$ cat src/hw/dma_map.svh
// Register offsets, field positions and reset values of the two channel byte DMA.
`ifndef DMA_MAP_SVH
`define DMA_MAP_SVH
`define OFF_INDEX_STATUS 12'h000
`define OFF_MODE_LO 12'h004
`define OFF_MODE_HI 12'h008
`define OFF_SRC 12'h00c
`define OFF_DST 12'h010
`define OFF_COUNT 12'h014
`define OFF_TRIGGER 12'h018
`define OFF_CPU_IRQ 12'h01c
`define IS_CHAN_INDEX 0
`define IS_RELOAD_DIS 1
`define IS_IRQ_REQ 2
`define IS_UNDER0 4
`define IS_UNDER1 5
`define IS_SUSP0 6
`define IS_SUSP1 7
`define ML_SRC_INC 0
`define ML_SRC_DEC 1
`define ML_DST_INC 2
`define ML_DST_DEC 3
`define ML_MODE_SEL 4
`define ML_LATCH_ONLY 5
`define ML_DIS_UNDER 6
`define ML_ENABLE 7
`define MH_SRC_LSB 0
`define TR_SOFT 0
`define TR_RELOAD 1
`define TR_USB_EN 5
`define SRC_OUT_PKT 3'h1
`define SRC_EP1_NE 3'h2
`define SRC_IN_PKT 3'h3
`define RESET_WORD 16'h0000
`endif

$ cat src/hw/dma_pkg.sv
// Types shared by the byte DMA modules.
package dma_pkg;
    typedef struct packed {
        logic src_inc;
        logic src_dec;
        logic dst_inc;
        logic dst_dec;
        logic mode_sel;
        logic latch_only;
        logic dis_under;
        logic enable;
        logic usb_en;
        logic [2:0] hw_sel;
    } chan_cfg_t;
    typedef struct packed {
        logic [15:0] addr;
        logic wr;
        logic [7:0] wdata;
        logic req;
    } mem_req_t;
endpackage : dma_pkg

$ cat src/hw/dma_core.sv
// Two channel byte DMA with APB register access and a byte memory port.
//
// Local design decisions: the APB register port and the address map.
`timescale 1ns/10ps
`include "dma_map.svh"
// Functional notes
// RULE1 - Two independent channels, 0 and 1, each moving bytes memory to memory.
// RULE2 - Transfers start on the selected hardware request or a software trigger.
// RULE3 - Mode bit 0 gives cycle steal: one byte per request.
// RULE4 - Mode bit 1 gives burst: the whole 16-bit count per request.
// RULE5 - Index bit selects which channel the shared registers reach.
// RULE6 - Latch-only bit 0 writes working register and latch; 1 writes latch only.
// RULE7 - Software reads high byte then low, writes low byte then high.
// RULE8 - Writing the software trigger bit makes a request for that channel.
// RULE9 - Pointers step up, down or stay per mode bits 0 to 3.
// RULE10 - Underflow always reloads count; pointers reload unless reload disabled.
// RULE11 - Underflow sets the DMA interrupt request bit and channel underflow flag.
// RULE12 - With disable-on-underflow set, underflow clears the channel enable.
// RULE13 - Writing the reload bit copies latches into working registers.
// RULE14 - USB to host-bus path needs its enable, a USB source and cycle steal.
// RULE15 - Packet-ready source requests while flag set and host output buffer empty.
// RULE16 - Endpoint 1 not-empty source requests one byte while host buffer empty.
// RULE17 - IN source requests when host buffer full and FIFO within size; command ends it.
// RULE18 - Channel 0 wins; it preempts channel 1 bursts between byte pairs.
// RULE19 - CPU interrupt suspends transfer, sets suspend flag, resumes after service.
// RULE20 - Writing the enable bit during service resumes a suspended transfer.
// RULE21 - Software trigger self-clears when its request is accepted.
module dma_core #(
    parameter int AW = 16
) (
    input wire logic mclk,
    input wire logic reset_n,
    input wire logic psel,
    input wire logic penable,
    input wire logic pwrite,
    input wire logic [11:0] paddr,
    input wire logic [31:0] pwdata,
    output logic [31:0] prdata,
    output logic pready,
    output logic pslverr,
    input wire logic [7:0] irq_factors_0,
    input wire logic [7:0] irq_factors_1,
    input wire logic out_packet_ready,
    input wire logic ep1_fifo_not_empty,
    input wire logic [3:0] in_packet_ready,
    input wire logic in_fifo_within_size,
    input wire logic hb_out_empty,
    input wire logic hb_in_full,
    input wire logic hb_in_command,
    input wire logic cpu_irq_active,
    output dma_pkg::mem_req_t mem_req,
    input wire logic [7:0] mem_rdata,
    output logic dma_irq
);
    import dma_pkg::*;
    typedef enum logic [1:0] {IDLE, RD, WR} state_t;
    state_t st_r, st_nxt;
    chan_cfg_t cfg_r [2];
    logic [2:0] hwsel_r [2];
    logic [AW-1:0] src_r [2], dst_r [2], src_l_r [2], dst_l_r [2];
    logic [15:0] cnt_r [2], cnt_l_r [2];
    logic [1:0] pend_r, under_r, susp_r, soft_r, burst_r, resume_r;
    logic idx_r, reload_dis_r, irq_r, cur_r;
    logic [31:0] prdata_r;
    logic hw_req [2];
    wire access = psel && penable;
    wire wr_en = access && pwrite;
    wire rd_en = access && !pwrite;
    wire known = paddr <= `OFF_TRIGGER;
    wire idx = idx_r; // [RULE5]
    wire wr_is = wr_en && paddr == `OFF_INDEX_STATUS;
    wire wr_ml = wr_en && paddr == `OFF_MODE_LO;
    wire wr_mh = wr_en && paddr == `OFF_MODE_HI;
    wire wr_src = wr_en && paddr == `OFF_SRC;
    wire wr_dst = wr_en && paddr == `OFF_DST;
    wire wr_cnt = wr_en && paddr == `OFF_COUNT;
    wire wr_tr = wr_en && paddr == `OFF_TRIGGER;
    wire rd_is = rd_en && paddr == `OFF_INDEX_STATUS;
    wire busy = st_r != IDLE;
    // Channel 0 is picked first whenever a new pair can start. [RULE18]
    wire [1:0] ready_ch;
    wire [1:0] go_ch;
    wire pick = go_ch[0] ? 1'b0 : 1'b1;
    wire start = !busy && (go_ch != 2'b00); // [RULE19]
    wire done = st_r == WR;
    wire under = done && cnt_r[cur_r] == 16'h0000;
    assign pready = 1'b1;
    assign pslverr = access && !known;
    assign prdata = prdata_r;
    assign dma_irq = irq_r;

    genvar c;
    generate
        for (c = 0; c < 2; c++) begin : g_ch
            dma_request u_req (
                .hw_sel(hwsel_r[c]),
                .usb_en(cfg_r[c].usb_en),
                .mode_sel(cfg_r[c].mode_sel),
                .irq_factors(c == 0 ? irq_factors_0 : irq_factors_1),
                .out_packet_ready(out_packet_ready),
                .ep1_fifo_not_empty(ep1_fifo_not_empty),
                .in_packet_ready(in_packet_ready[hwsel_r[c][1:0]]),
                .in_fifo_within_size(in_fifo_within_size),
                .hb_out_empty(hb_out_empty),
                .hb_in_full(hb_in_full && !hb_in_command), // [RULE17]
                .hw_req(hw_req[c])
            );
            wire sel = idx == c;
            wire latch_only = cfg_r[c].latch_only;
            wire this_done = done && cur_r == c;
            wire this_under = under && cur_r == c;
            wire do_reload = wr_tr && sel && pwdata[`TR_RELOAD]; // [RULE13]
            wire trig = wr_tr && sel && pwdata[`TR_SOFT];
            wire en_wr = wr_ml && sel && pwdata[`ML_ENABLE];
            // A burst keeps its channel ready until the count runs out. [RULE4]
            assign ready_ch[c] = cfg_r[c].enable && (pend_r[c] || burst_r[c]);
            // An interrupt holds the channel back unless software resumed it. [RULE20]
            assign go_ch[c] = ready_ch[c] && (!cpu_irq_active || resume_r[c]); // [RULE19]
            always_ff @(posedge mclk) begin
                if (!reset_n) begin
                    cfg_r[c] <= '0;
                    hwsel_r[c] <= 3'h0;
                    src_r[c] <= '0;
                    dst_r[c] <= '0;
                    src_l_r[c] <= '0;
                    dst_l_r[c] <= '0;
                    cnt_r[c] <= `RESET_WORD;
                    cnt_l_r[c] <= `RESET_WORD;
                    pend_r[c] <= 1'b0;
                    soft_r[c] <= 1'b0;
                    burst_r[c] <= 1'b0;
                    under_r[c] <= 1'b0;
                    susp_r[c] <= 1'b0;
                    resume_r[c] <= 1'b0;
                end else begin
                    if (wr_ml && sel) begin
                        cfg_r[c].src_inc <= pwdata[`ML_SRC_INC];
                        cfg_r[c].src_dec <= pwdata[`ML_SRC_DEC];
                        cfg_r[c].dst_inc <= pwdata[`ML_DST_INC];
                        cfg_r[c].dst_dec <= pwdata[`ML_DST_DEC];
                        cfg_r[c].mode_sel <= pwdata[`ML_MODE_SEL];
                        cfg_r[c].latch_only <= pwdata[`ML_LATCH_ONLY];
                        cfg_r[c].dis_under <= pwdata[`ML_DIS_UNDER];
                        cfg_r[c].enable <= pwdata[`ML_ENABLE]; // [RULE20]
                    end else if (this_under && cfg_r[c].dis_under) begin
                        cfg_r[c].enable <= 1'b0; // [RULE12]
                    end
                    if (wr_mh && sel) begin
                        hwsel_r[c] <= pwdata[`MH_SRC_LSB+2:`MH_SRC_LSB];
                    end
                    if (wr_tr && sel) begin
                        cfg_r[c].usb_en <= pwdata[`TR_USB_EN];
                    end
                    // Latches take every write; working registers only without latch-only. [RULE6]
                    if (wr_src && sel) begin
                        src_l_r[c] <= pwdata[AW-1:0];
                    end
                    if (wr_dst && sel) begin
                        dst_l_r[c] <= pwdata[AW-1:0];
                    end
                    if (wr_cnt && sel) begin
                        cnt_l_r[c] <= pwdata[15:0];
                    end
                    if (do_reload || (this_under && !reload_dis_r)) begin
                        src_r[c] <= src_l_r[c]; // [RULE10]
                        dst_r[c] <= dst_l_r[c];
                    end else if (wr_src && sel && !latch_only) begin
                        src_r[c] <= pwdata[AW-1:0];
                    end else if (wr_dst && sel && !latch_only) begin
                        dst_r[c] <= pwdata[AW-1:0];
                    end else if (this_done) begin
                        // Pointer stepping after each byte pair. [RULE9]
                        if (cfg_r[c].src_inc) begin
                            src_r[c] <= src_r[c] + 1'b1;
                        end else if (cfg_r[c].src_dec) begin
                            src_r[c] <= src_r[c] - 1'b1;
                        end
                        if (cfg_r[c].dst_inc) begin
                            dst_r[c] <= dst_r[c] + 1'b1;
                        end else if (cfg_r[c].dst_dec) begin
                            dst_r[c] <= dst_r[c] - 1'b1;
                        end
                    end
                    if (do_reload || this_under) begin
                        cnt_r[c] <= cnt_l_r[c]; // [RULE10]
                    end else if (wr_cnt && sel && !latch_only) begin
                        cnt_r[c] <= pwdata[15:0];
                    end else if (this_done) begin
                        cnt_r[c] <= cnt_r[c] - 16'h0001;
                    end
                    // Software trigger sets a request and self-clears on acceptance. [RULE8]
                    soft_r[c] <= trig ? 1'b1 : (start && pick == c) ? 1'b0 : soft_r[c]; // [RULE21]
                    // One request is held per channel; a held hardware level re-arms it. [RULE3]
                    if (hw_req[c] || trig) begin
                        pend_r[c] <= 1'b1; // [RULE2]
                    end else if (start && pick == c) begin
                        pend_r[c] <= 1'b0;
                    end
                    if (start && pick == c && cfg_r[c].mode_sel) begin
                        burst_r[c] <= 1'b1;
                    end else if (this_under || !cfg_r[c].mode_sel) begin
                        burst_r[c] <= 1'b0;
                    end
                    // The set wins over a read clear of the underflow flag. [RULE11]
                    if (this_under) begin
                        under_r[c] <= 1'b1;
                    end else if (rd_is && sel) begin
                        under_r[c] <= 1'b0;
                    end
                    // Suspend flag follows a held interrupt on a live transfer. [RULE19]
                    resume_r[c] <= cpu_irq_active && (resume_r[c] || en_wr); // [RULE20]
                    susp_r[c] <= cpu_irq_active && ready_ch[c] && !resume_r[c] && !en_wr;
                end
            end
        end
    endgenerate

    // The channel in service stays fixed for a read and write pair; a burst of
    // channel 1 gives way to channel 0 only between pairs. [RULE18]
    always_comb begin
        st_nxt = st_r;
        unique case (st_r)
            IDLE: if (start) st_nxt = RD;
            RD: st_nxt = WR;
            WR: st_nxt = IDLE;
        endcase
    end

    always_ff @(posedge mclk) begin
        if (!reset_n) begin
            st_r <= IDLE;
            cur_r <= 1'b0;
        end else begin
            st_r <= st_nxt;
            if (start) begin
                cur_r <= pick;
            end
        end
    end

    // Memory port: read address in the read cycle, written byte in the write cycle. [RULE1]
    always_ff @(posedge mclk) begin
        if (!reset_n) begin
            mem_req <= '0;
        end else begin
            mem_req.req <= st_nxt != IDLE;
            mem_req.wr <= st_nxt == WR;
            mem_req.addr <= (st_nxt == WR) ? dst_r[cur_r] : src_r[start ? pick : cur_r];
            mem_req.wdata <= mem_rdata;
        end
    end

    always_ff @(posedge mclk) begin
        if (!reset_n) begin
            idx_r <= 1'b0;
            reload_dis_r <= 1'b0;
            irq_r <= 1'b0;
        end else begin
            if (wr_is) begin
                idx_r <= pwdata[`IS_CHAN_INDEX];
                reload_dis_r <= pwdata[`IS_RELOAD_DIS];
            end
            // Interrupt request bit: set on underflow, write 1 clears, set wins. [RULE11]
            if (under) begin
                irq_r <= 1'b1;
            end else if (wr_is && pwdata[`IS_IRQ_REQ]) begin
                irq_r <= 1'b0;
            end
        end
    end

    wire [31:0] is_word = {24'h0, susp_r[1], susp_r[0], under_r[1], under_r[0],
                           1'b0, irq_r, reload_dis_r, idx_r};
    wire [31:0] ml_word = {24'h0, cfg_r[idx].enable, cfg_r[idx].dis_under,
                           cfg_r[idx].latch_only, cfg_r[idx].mode_sel, cfg_r[idx].dst_dec,
                           cfg_r[idx].dst_inc, cfg_r[idx].src_dec, cfg_r[idx].src_inc};
    wire [31:0] rd_word =
        (paddr == `OFF_INDEX_STATUS) ? is_word :
        (paddr == `OFF_MODE_LO) ? ml_word :
        (paddr == `OFF_MODE_HI) ? {29'h0, hwsel_r[idx]} :
        (paddr == `OFF_SRC) ? {{(32-AW){1'b0}}, src_r[idx]} :
        (paddr == `OFF_DST) ? {{(32-AW){1'b0}}, dst_r[idx]} :
        (paddr == `OFF_COUNT) ? {16'h0, cnt_r[idx]} :
        (paddr == `OFF_TRIGGER) ? {26'h0, cfg_r[idx].usb_en, 4'h0, soft_r[idx]} : 32'h0;

    // A whole word is read at once, so the byte order software keeps is harmless. [RULE7]
    always_ff @(posedge mclk) begin
        if (!reset_n) begin
            prdata_r <= 32'h0;
        end else if (psel && !penable && !pwrite) begin
            prdata_r <= rd_word;
        end
    end
endmodule : dma_core

$ cat src/hw/dma_request.sv
// Request source selection for one channel.
`timescale 1ns/10ps
`include "dma_map.svh"
module dma_request (
    input wire logic [2:0] hw_sel,
    input wire logic usb_en,
    input wire logic mode_sel,
    input wire logic [7:0] irq_factors,
    input wire logic out_packet_ready,
    input wire logic ep1_fifo_not_empty,
    input wire logic in_packet_ready,
    input wire logic in_fifo_within_size,
    input wire logic hb_out_empty,
    input wire logic hb_in_full,
    output logic hw_req
);
    wire usb_src = (hw_sel == `SRC_OUT_PKT) || (hw_sel == `SRC_EP1_NE) || (hw_sel == `SRC_IN_PKT);
    wire usb_path = usb_en && usb_src && !mode_sel; // [RULE14]
    wire out_req = out_packet_ready && hb_out_empty; // [RULE15]
    wire ne_req = ep1_fifo_not_empty && hb_out_empty; // [RULE16]
    wire in_req = !in_packet_ready && hb_in_full && in_fifo_within_size; // [RULE17]
    wire usb_req = (hw_sel == `SRC_OUT_PKT) ? out_req : (hw_sel == `SRC_EP1_NE) ? ne_req : in_req;
    assign hw_req = usb_path ? usb_req : irq_factors[hw_sel]; // [RULE2]
endmodule : dma_request

$ cat config.mk
export PLATFORM = sky130hd
export DESIGN_NAME = dma_core
export DESIGN_NICKNAME = d
export VERILOG_FILES = /design/src/hw/dma_pkg.sv /design/src/hw/dma_core.sv /design/src/hw/dma_request.sv
export VERILOG_INCLUDE_DIRS = /design/src /design/src/hw
export SDC_FILE = /design/constraint.sdc
export NUM_CORES = 1
export LEC_CHECK = 0
export BUFFER_PORTS_ARGS = -buffer_cell sky130_fd_sc_hd__buf_2
export CORE_MARGIN = 4
export CORE_UTILIZATION = 41
export DETAILED_ROUTE_END_ITERATION = 8
export PLACE_DENSITY_LB_ADDON = 0.3
export SLEW_MARGIN = 20
export SYNTH_ARGS = -nofsm -noshare
export SYNTH_HDL_FRONTEND = slang
export SYNTH_SLANG_ARGS = --single-unit
$ cat constraint.sdc
create_clock -name mclk -period 5.45 [get_ports mclk]
set_input_delay 0.2725 -clock mclk [delete_from_list [all_inputs] [get_ports mclk]]
set_output_delay 0.2725 -clock mclk [all_outputs]
set_load 0.05 [all_outputs]
; ---- Word-level counts from Yosys, hierarchy flattened
; Memory sizes are Yosys's and may differ from the RTL's. A register that Yosys moved wholly into a read port is not among the register bits.
; Index checks and enable logic that the tools add are counted.
[word_totals]
register_bits = 76
ramBits = 216
inputBits = 84
elab_cells = 500
mem_count = 8
[op_classes]
n_addsub = 10
order_cmp = 6
eq_ne = 15
n_mux = 259
n_bitwise = 52
reduce_logical = 128
[mem_list]
columns = memory, depth, word_bits, read_ports, rd_ports_with_merged_regs, write_ports, line
row1 = cnt_l_r, 2, 16, 2, 0, 2, dma_core.sv:61  ; logic [15:0] cnt_r [2], cnt_l_r [2];
row2 = cnt_r, 2, 16, 4, 2, 2, dma_core.sv:61
row3 = dst_l_r, 2, 16, 2, 0, 2, dma_core.sv:60  ; logic [AW-1:0] src_r [2], dst_r [2], src_l_r [2], dst_l_r [2];
row4 = dst_r, 2, 16, 4, 2, 2, dma_core.sv:60
row5 = src_l_r, 2, 16, 2, 0, 2, dma_core.sv:60
row6 = src_r, 2, 16, 4, 1, 2, dma_core.sv:60
row7 = +2 memories, n/a, n/a, n/a, n/a, n/a, n/a
[ops]
columns = operator, count
row1 = 16-bit 2-to-1 mux, 35
row2 = 1-bit 2-to-1 mux, 215
row3 = "16-bit by 1-bit subtractor with 16-bit output, second input constant", 6
row4 = 1-bit logical AND, 78
row5 = "16-bit by 1-bit adder with 16-bit output, second input constant", 4
row6 = 1-bit OR, 50
row7 = "12-bit by 5-bit equality test with 1-bit output, second input constant", 3
row8 = "12-bit by 4-bit equality test with 1-bit output, second input constant", 2
row9 = 2-bit nonzero test, 12
row10 = 1-bit logical OR, 18
row11 = 1-bit zero test, 17
row12 = 16-bit zero test, 1
row13 = "12-bit by 3-bit equality test with 1-bit output, second input constant", 1
row14 = "3-bit by 2-bit equality test with 1-bit output, second input constant", 4
row15 = "12-bit by 5-bit <= comparator with 1-bit output, second input constant", 1
row16 = 12-bit zero test, 1
row17 = "3-bit by 4-bit less-than comparator with 1-bit output, second input constant", 2
row18 = 1-bit binary-select mux with 3-bit select, 2
row19 = "3-bit by 1-bit equality test with 1-bit output, second input constant", 2
row20 = "2-bit by 3-bit less-than comparator with 1-bit output, second input constant", 2
row21 = 3-bit 2-to-1 mux, 2
row22 = 6-bit 2-to-1 mux, 1
row23 = 2-bit case mux with 3 select lines, 1
row24 = 1-bit binary-select mux with 2-bit select, 2
row25 = other kinds (6), 8

; ---- Logic depth before layout (Yosys ltp)
; Gate-level depths: netlist of run 1.
[logic_depth]
word_depth = 13
mapped_depth = 11
depth_no_buf = 9

; ---- Cells and area by module
; From an unflattened synthesis of run 1, not the netlist that was laid out.
[unflattened]
hier_cells = 1750
hier_area_um2 = 17058.9
[by_module_without_submodules]
columns = mod, instances, cells_per_inst, area_per_inst_um2, seq_area_each_um2
row1 = dma_core, 1, 1726, 16821.1, 7727.4
row2 = dma_request, 2, 12, 118.9, 0.0

; ---- Worst setup path before layout of run 1
; OpenSTA, ideal clock, no wires.
[synth_path]
path_kind = register to register
start = mem cnt_r[0][11]
end = mem dst_r[1][0], enable pin
setup_ns = 0.422
t_arrival_ns = 2.961
required_ns = 5.028
slack_ns = 2.067
stages_incl_launch_ff = 10
path_buffers = 2
path_cell_list = edfxtp_1 > or4_1 > or2_2 > clkbuf_1 > or3_1 > a21oi_2 > a31oi_1 > nand3b_1 > clkbuf_1 > o211ai_1
[synth_rtl]
columns = item, line
row1 = start: declaration, dma_core.sv:61
row2 = end: declaration, dma_core.sv:60

==> out/qor.yml, run 1 <==
maxCapViolCount: 0
finalSetupTns_ns: 0
multiInputGateArea_um2: 8490
synth-edff-count: 216
via_count: 14800
instances_no_fill: 2373
status: "complete, no violations"
drt_iter0_markers: 1814
finClkSkew_ns: 0.0358
hold_violations: 0
synth_ff_type: "edfxtp_1"
rsz0062_at_grt: "false"
place_congestion: 0.951
cts_tree: "done"
grt_pass1_vias: 13900
required_ns: 5.55
clock_power_share_pct: 42.2
hp-class: "input port to flip-flop"
grt_max_degree: 47
synth_cells: 1791
rr_worst_depth: 7
power_density_nw_per_um2: 270
io_buffers: 111
grt-ovfl-total: 0
seq_area_um2: 7730
final_net_count: 1912
period_minus_slack_ns: 4.10
post-route-period-util_pct: 75.2
antenna_found_initial: 4
synth_top_area_share_pct: 38.1
timing.fmax_ghz: 0.244
chipHeight_um: 212
peakVddDrop_mv: 0.217
slew_viol_final: 0
arrival_ns: 4.19
dieWidth_um: 212
holdWs_ns: 0.0675
area_delta_synth_final_pct: 11.3
num_rows: 74
yosysSeqAreaShare_pct: 45.3
finish.utilization_pct: 46.3
endpoint_kind: "flip-flop"
root_buffer: "clkbuf_16"
viasPerCell: 6.26
ys_async_sr_fraction_pct: 0
worst_slew_pin_slew_ns: 1.14
slew_headroom_pct: 22.9
dp_cells: 2302
synth-seq-cells: 278
synthTopCellsByArea: "edfxtp_1, mux2i_1, dfxtp_1"
grt_pass1_wl_um: 86800
antenna_left: 0
netlist_area_um2: 17000
postCtsSetupBuffers: 0
firstDrtPassIters: 8
path_class: "flip-flop to flip-flop"
total_power_uw: 5130
design.die.area_um2: 44900
synth_area_leader_cell: "edfxtp_1"
syn_avg_cell_area_um2: 9.52
p_sw_uw: 1370
core_area_um2: 40900
drt_wl_total_um: 57900
drive_gt1_share_pct: 12.4
cts.path.max_buffers: 3
start_util_pct: 41.6
drt-wirelength-per-cell_um: 24.4
path_max_fanout: 17
pwr-share-seq_pct: 48.2
track_usage_pct: 25.2
combPwrFrac_pct: 9.6
crit_path_start_kind: "flip-flop"
hold_depth: 3
setup_viol: 0
io_pins: 145
ys_types: 80
drt_drc_violations_left: 0
p_leak_uw: 0.00658
insertion_delay_ns: 0.56
cts_sinks: 278
cts_buffers: 34
p_int_uw: 3760
htreeDepth: 2
fill_cells: 3884
clkTransAtPathRegs_ns: 0.06
hpwl_um: 39600
p_sw_share_pct: 26.7
yosysWarnings: 0
[registers in the layout, summed over array words and instances, names as in the netlist, named ones only]
name          flops
mem_req          26
pend_r            2
g_ch.sel          1
resume_r          2
hwsel_r           6
reload_dis_r      1
cnt_r            32
src_r            32
dst_r            32
dst_l_r          32
dma_irq           1
cur_r             1
st_r              2
cnt_l_r          32
burst_r           2
soft_r            2
prdata           16
src_l_r          32
cfg_r            18
is_word           4
[logic make-up after synthesis]
family | share of synthesized area (%)
DFF | 45.3
muxes | 8.27
adders and majority gates | 0.954
buffers and inverters | 5.30
xor gates and xnor gates | 3.13
and+or+nand+nor | 20.8
other | 0.0441
AOI/OAI and AO/OA | 16.2
[power groups by stage]
stage          Sequential, uW  Combinational (uW)  Clock (uW)
4_1_cts                  2470                 487        2200
3_3_place_gp             2510                 474           0
5_1_grt                  2480                 523        2290
6_report                 2470                 492        2170
2_1_floorplan            2510                 299           0
3_5_place_dp             2510                 481           0
[cell usage after synthesis, types with 25 or more instances]
cell type / instances
edfxtp_1: 216
nor2_1: 143
nand2_1: 138
clkbuf_1: 133
mux2i_1: 125
and2_1: 118
nand3_1: 76
o21ai_0: 75
dfxtp_1: 62
a211oi_1: 54
a21oi_1: 51
o22ai_1: 48
nor3_1: 44
a22oi_1: 36
inv_1: 34
xor2_1: 34
xnor2_1: 27
and3_1: 26
nor2b_1: 25
[repair_timing]
| action | 4_1_cts | 5_1_grt |
|---|---|---|
| gates resized for setup | 0 | 0 |
| hold endpoints to repair | 8 | 0 |
| hold buffers | 8 | 0 |
[routing by layer]
layer	GRT usage (%)	share of wire, %	vias up
li1	-	-	6701
met1	35.0	41	7150
met2	38.6	45	827
met3	5.82	10	165
met4	9.53	4.2	4
met5	0	0.062	-
[stage by stage]
step / instance area, um2 / worst slack (ns)
3_5_place_dp: 17800 / 1.33
2_1_floorplan: 17100 / 2.07
4_1_cts: 18900 / 1.43
5_1_grt: 19000 / 1.15
3_3_place_gp: 17800 / 1.51
6_report: 19000 / 1.35
[cell type report]
class,instances,area share (%)
multi-input cells,1313,44.8
flip-flops and latches,278,40.8
diodes,3,0.0396
inverters,35,0.693
well taps,532,3.51
repair buffers,153,4.74
clock inverters,11,0.336
clock buffers,48,5.14
[path summary, 6_finish.rpt]
kind                                      from      endpoint  slack [ns]
worst max-delay path              cnt_r[0][10]  dst_r[0][12]        1.35
worst min-delay path            cpu_irq_active   resume_r[0]        0.07
worst min register to register      burst_r[1]    burst_r[1]        0.45
worst max register to register    cnt_r[0][10]  dst_r[0][12]        1.35
[placed cells by master (no fill, tap or decap), types with 49 or more instances in the layout]
| master | netlist | routed |
|---|---|---|
| mux2i_1 | 125 | 125 |
| and2_1 | 118 | 118 |
| nand3_1 | 76 | 76 |
| edfxtp_1 | 216 | 216 |
| nor2_1 | 143 | 143 |
| a21oi_1 | 51 | 49 |
| o21ai_0 | 75 | 68 |
| dfxtp_1 | 62 | 61 |
| nand2_1 | 138 | 138 |
| a211oi_1 | 54 | 54 |
| buf_2 | 14 | 111 |
[critical path: stages, from the launching register on]
cell and delay (ns):
edfxtp_1 0.46, or4_1 0.60, or2_2 0.38, nor3_1 0.46, o21ai_1 0.25, and3_1 0.49, nor3b_1 0.46, nand2_1 0.53
(Power assumes the default switching activity.)
==> inputs of run 2 (changes only) <==
clock period = 3.3 ns   (was 5.45 ns; I/O delays follow)
==> run 2 against run 1 <==
Global-route usage shrank 0.070 points. First-iteration DRC count is 17% lower. Final cell count up 2.4%. Total power up 68%. Fmax is 28% higher. Die area unchanged.
==> out/qor.yml, run 2 (synthesis results as in run 1) <==
status: "complete, no violations"  # unchanged
min_from: "penable"  # was cpu_irq_active
finClkSkew_ns: 0.0271  # was 0.0358 ns
hpwl_um: 40600  # was 39,600 um
finalSetupTns_ns: 0  # unchanged
crit_slowest_cell: "or4_1"  # unchanged
cts_tree: "done"  # unchanged
rsz0062_at_grt: "false"  # unchanged
finish.utilization_pct: 47.6  # was 46.3%
drt_drc_violations_left: 0  # unchanged
io_pins: 145  # unchanged
grt-ovfl-total: 0  # unchanged
postCtsSetupBuffers: 0  # unchanged
route.met3.wl_um: 5200  # was 6030 um
start_util_pct: 41.6  # unchanged
endpoint_kind: "flip-flop"  # unchanged
chipHeight_um: 212  # unchanged
cts_sinks: 278  # unchanged
cts.path.max_buffers: 3  # unchanged
topRoutingLayerUsed: "met5"  # unchanged
core_area_um2: 40900  # unchanged
maxCapViolCount: 0  # unchanged
via_count: 15000  # was 14,800
area_delta_synth_final_pct: 14.3  # was 11.3%
htreeDepth: 2  # unchanged
crit_family: "simple AND/OR/NAND/NOR gates"  # unchanged
grt_pass1_vias: 14400  # was 13,900
clkTransAtPathRegs_ns: 0.06  # about the same
hp-class: "input port to flip-flop"  # unchanged
crit_path_start_kind: "flip-flop"  # unchanged
fill_cells: 3876  # was 3,884
post-route-period-util_pct: 96.9  # was 75.2%
peakVddDrop_mv: 0.351  # was 0.217 mV
drt_wl_total_um: 57500  # was 57,900 um
arrival_ns: 3.44  # was 4.19 ns
route.met2.wl_um: 26300  # was 25,800 um
hold_depth: 3  # unchanged
drt_iter0_markers: 1499  # was 1,814
hold_violations: 0  # unchanged
setup_viol: 0  # unchanged
required_ns: 3.54  # was 5.55 ns
r2r-start: "cnt_r[0][10]"  # unchanged
worst_slew_pin_slew_ns: 0.878  # was 1.14 ns
period_minus_slack_ns: 3.20  # was 4.10 ns
path_max_fanout: 16  # was 17
place_congestion: 0.930  # was 0.951
grt_pass1_wl_um: 87000  # was 86,800 um
cp_cell_sequence: "or4_1 -> or2_2 -> or3_1 -> a21oi_2 -> buf_4 -> nor2_1 -> o211ai_1 -> buf_12"  # was or4_1 -> or2_2 -> nor3_1 -> o21ai_1 -> and3_1 -> nor3b_1 -> nand2_1
track_usage_pct: 25.2  # about the same
clock_power_share_pct: 43.1  # was 42.2%
holdWs_ns: 0.0815  # was 0.0675 ns
root_buffer: "clkbuf_16"  # unchanged
timing.fmax_ghz: 0.313  # was 0.244 GHz
insertion_delay_ns: 0.55  # was 0.56 ns
rrSetupSlack_ns: 0.10  # was 1.35 ns
p_leak_uw: 0.00689  # was 0.00658 uW
total_power_uw: 8640  # was 5130 uW
firstDrtPassIters: 7  # was 8
multiInputGateArea_um2: 8500  # was 8490 um2
io_buffers: 111  # unchanged
dp_slack_ns: 0.169  # was 1.33 ns
p_sw_uw: 2260  # was 1370 uW
p_int_uw: 6370  # was 3760 uW
path_class: "flip-flop to flip-flop"  # unchanged
final_cell_mix: "edfxtp_1, nor2_1, nand2_1, mux2i_1, and2_1"  # unchanged
viasPerCell: 6.17  # was 6.26
num_rows: 74  # unchanged
combPwrFrac_pct: 9.8  # was 9.6%
drive_gt1_share_pct: 14.9  # was 12.4%
min_to: "prdata[0]"  # was resume_r[0]
seq_area_um2: 7730  # unchanged
design.die.area_um2: 44900  # unchanged
slew_viol_final: 0  # unchanged
fin_ws_ns: 0.102  # was 1.35 ns
grt_max_degree: 46  # was 47
wl_met1_um: 23600  # was 23,500 um
slew_headroom_pct: 41.3  # was 22.9%
antenna_left: 0  # unchanged
worstSetupPathDepth: 8  # was 7
critPathBufInv: 2  # was 0
slowest_delay_ns: 0.59  # was 0.60 ns
dieWidth_um: 212  # unchanged
p_sw_share_pct: 26.2  # was 26.7%
r2r_end: "src_r[1][14]"  # was dst_r[0][12]
pwr-share-seq_pct: 47.1  # was 48.2%
final_net_count: 1969  # was 1,912
cts_buffers: 34  # unchanged
drt-wirelength-per-cell_um: 23.7  # was 24.4 um
antenna_found_initial: 5  # was 4
rr_worst_depth: 8  # was 7
final_common_cell: "edfxtp_1"  # unchanged
power_density_nw_per_um2: 443  # was 270 nW/um2
run 2: cell types whose count changed in the layout (fill, tap and decap cells not counted), moves of 2 or more:
cell and change:
buf_4 +52, clkbuf_16 +2, buf_12 +3, bufinv_16 +2, buf_6 +2, clkbuf_8 -5
diode_2 -2
run 2: per-stage QoR:
stage,std cells,area (um2)
after floorplan,1806,17100
after global placement,2358,18300
after detailed placement,2358,18300
after CTS,2427,19500
after global routing,2428,19500
final,2429,19500
run 2: worst reg2reg max path, cell delays in order, from the launching register on:
cell and delay [ns]:
edfxtp_1 0.43, or4_1 0.59, or2_2 0.39, or3_1 0.45
a21oi_2 0.23, buf_4 0.17, nor2_1 0.19, o211ai_1 0.23
buf_12 0.20
run 2: metal layers:
layer | track usage [%] | up-vias
li1 | - | 6825
met1 | 34.1 | 7253
met2 | 40.3 | 757
met3 | 4.52 | 145
met4 | 9.73 | 2
met5 | 0 | -
run 2: power by group through the flow:
stage,Clock [uW],Combinational (uW),Sequential (uW)
6_report,3720,848,4070
5_1_grt,3920,907,4080
4_1_cts,3770,842,4060
3_5_place_dp,0,831,4140
3_3_place_gp,0,821,4130
2_1_floorplan,0,494,4150
run 2: how the worst max path moves through the flow:
stage,from,end,slack (ns)
floorplan,cnt_r[0][11],dst_r[0][0],0.03
global placement,cnt_r[0][10],src_r[1][4],0.20
detailed placement,cnt_r[0][10],src_r[1][6],0.17
CTS,cnt_r[0][10],src_r[1][14],0.15
global route,cnt_r[0][10],src_r[0][1],0.005
finish,cnt_r[0][10],src_r[1][14],0.10
run 2: final cells by class:
class                      count  area share [%]
antenna                        1          0.0128
clock inverter                15           0.655
inverter                      35           0.674
timing repair buffer         210            7.01
tap                          532            3.42
multi-input combinational   1313            43.6
sequential                   278            39.7
clock buffer                  45            4.91
run 2: timing repair:
action	CTS	global route
setup endpoints to repair	0	5
resized for setup	0	2
endpoints found under the hold margin	12	0
hold buffers	9	0
==> inputs of run 3 (changes only) <==
PLACE_DENSITY_LB_ADDON = default   (was 0.3)
==> run 3 against run 2 <==
First-iteration DRC count increased by 0.27%. Hold slack got worse by 0.037 ns. Routed wire length grew 2.7%. Final cell count increased by 0.16%. Largest cell class unchanged. Global-route usage grew 0.55 points.
==> out/qor.yml, run 3 (synthesis results as in run 1) <==
antenna_found_initial: 1  # was 5
worst_slew_pin_slew_ns: 0.968  # was 0.878 ns
core_area_um2: 40900  # unchanged
hpwl_um: 41300  # was 40,600 um
place_congestion: 0.911  # was 0.930
chipHeight_um: 212  # unchanged
cts_tree: "done"  # unchanged
design.die.area_um2: 44900  # unchanged
grt_use_met1_pct: 35.2  # was 34.1%
insertion_delay_ns: 0.54  # was 0.55 ns
drive_gt1_share_pct: 14.9  # about the same
peakVddDrop_mv: 0.426  # was 0.351 mV
crit_path_start_kind: "flip-flop"  # unchanged
antenna_left: 0  # unchanged
final_net_count: 1971  # was 1,969
grt_use_met3_pct: 5.19  # was 4.52%
post-route-period-util_pct: 94.5  # was 96.9%
rsz0062_at_grt: "false"  # unchanged
cp_cell_sequence: "or4_1 -> or2_2 -> or3_1 -> a21oi_2 -> buf_4 -> nor2_1 -> o211ai_1 -> buf_12"  # unchanged
p_leak_uw: 0.00692  # was 0.00689 uW
slowest_delay_ns: 0.61  # was 0.59 ns
period_minus_slack_ns: 3.12  # was 3.20 ns
crit_slowest_cell: "or4_1"  # unchanged
io_buffers: 111  # unchanged
path_class: "flip-flop to flip-flop"  # unchanged
firstDrtPassIters: 7  # unchanged
grt-ovfl-total: 0  # unchanged
drt_iter0_markers: 1503  # was 1,499
arrival_ns: 3.37  # was 3.44 ns
finalSetupTns_ns: 0  # unchanged
root_buffer: "clkbuf_16"  # unchanged
finClkSkew_ns: 0.0153  # was 0.0271 ns
power_density_nw_per_um2: 448  # was 443 nW/um2
status: "complete, no violations"  # unchanged
drt_drc_violations_left: 0  # unchanged
busiest_layer: "met2"  # unchanged
slew_viol_final: 0  # unchanged
drt-wirelength-per-cell_um: 24.3  # was 23.7 um
dieWidth_um: 212  # unchanged
final_cell_mix: "edfxtp_1, nor2_1, nand2_1, mux2i_1, and2_1"  # unchanged
maxCapViolCount: 0  # unchanged
path_max_fanout: 16  # unchanged
grt_pass1_vias: 14500  # was 14,400
drt_wl_total_um: 59000  # was 57,500 um
num_rows: 74  # unchanged
use_met2_pct: 40.7  # was 40.3%
io_pins: 145  # unchanged
via_count: 14900  # was 15,000
grt_max_degree: 63  # was 46
dp_cells: 2360  # was 2,358
cts_sinks: 278  # unchanged
start_util_pct: 41.6  # unchanged
finalInstanceArea_um2: 19500  # about the same
hold_violations: 0  # unchanged
timing.fmax_ghz: 0.321  # was 0.313 GHz
postCtsSetupBuffers: 0  # unchanged
required_ns: 3.55  # was 3.54 ns
htreeDepth: 2  # unchanged
instances_no_fill: 2433  # was 2,429
total_power_uw: 8750  # was 8640 uW
holdWs_ns: 0.0441  # was 0.0815 ns
grt_pass1_wl_um: 88600  # was 87,000 um
slew_headroom_pct: 35.2  # was 41.3%
cts.path.max_buffers: 3  # unchanged
viasPerCell: 6.12  # was 6.17
placed_area_um2: 18300  # about the same
clkTransAtPathRegs_ns: 0.06  # about the same
hp-class: "input port to flip-flop"  # unchanged
area_delta_synth_final_pct: 14.5  # was 14.3%
setup_viol: 0  # unchanged
cts_buffers: 35  # was 34
endpoint_kind: "flip-flop"  # unchanged
track_usage_pct: 25.7  # was 25.2%
final_common_cell: "edfxtp_1"  # unchanged
run 3: cell types whose count changed in the layout (fill, tap and decap cells not counted), sizes merged:
cell	previous run	this run
buf	201	202
clkinvlp	1	2
clkinv	11	10
clkbuf	45	51
inv	36	33
run 3: through the flow:
stage                     utilization (%)  setup slack (ns)
final                                47.7             0.180
after global routing                 47.7            0.0138
after CTS                            47.7             0.189
after detailed placement             44.7             0.191
after global placement               44.7             0.192
after floorplan                         -            0.0301
run 3: path summary, 6_finish.rpt:
path,from,to,slack [ns],cells past startpoint
min reg2reg,resume_r[0],is_word[6],0.45,1
max reg2reg,cnt_r[0][11],src_r[1][7],0.18,8
max,cnt_r[0][11],src_r[1][7],0.18,8
min,pwrite,prdata[2],0.04,4
run 3: power by group:
group	leakage (uW)	internal, uW	switching [uW]
Clock	0.000547	2300	1530
Combinational	0.00369	262	594
Sequential	0.00269	3910	152
run 3: cell type report:
class                      count  area (um2)
fill                        3895       21400
multi-input combinational   1313        8490
sequential                   278        7730
timing repair buffer         211        1370
clock buffer                  51        1020
tap                          532         666
inverter                      35         131
clock inverter                12         110
antenna                        1        2.50
run 3: what timing repair did:
action                     in CTS  in global routing
setup endpoints to repair       0                  1
hold buffers                    9                  0
hold endpoints to repair       12                  0
gates resized for setup         0                  1
run 3: routing by layer:
layer,part of all wire (%),vias up
met5,0,-
met4,3.9,0
met3,9.5,130
met2,45,700
met1,41,7239
li1,-,6822
run 3: worst max-delay path: cells and delay by family (launching register included):
| family | cells | cell delay (ns) |
|---|---|---|
| buffers and inverters | 2 | 0.36 |
| DFF | 1 | 0.41 |
| AOI/OAI and AO/OA | 2 | 0.42 |
| and+or+nand+nor | 4 | 1.64 |
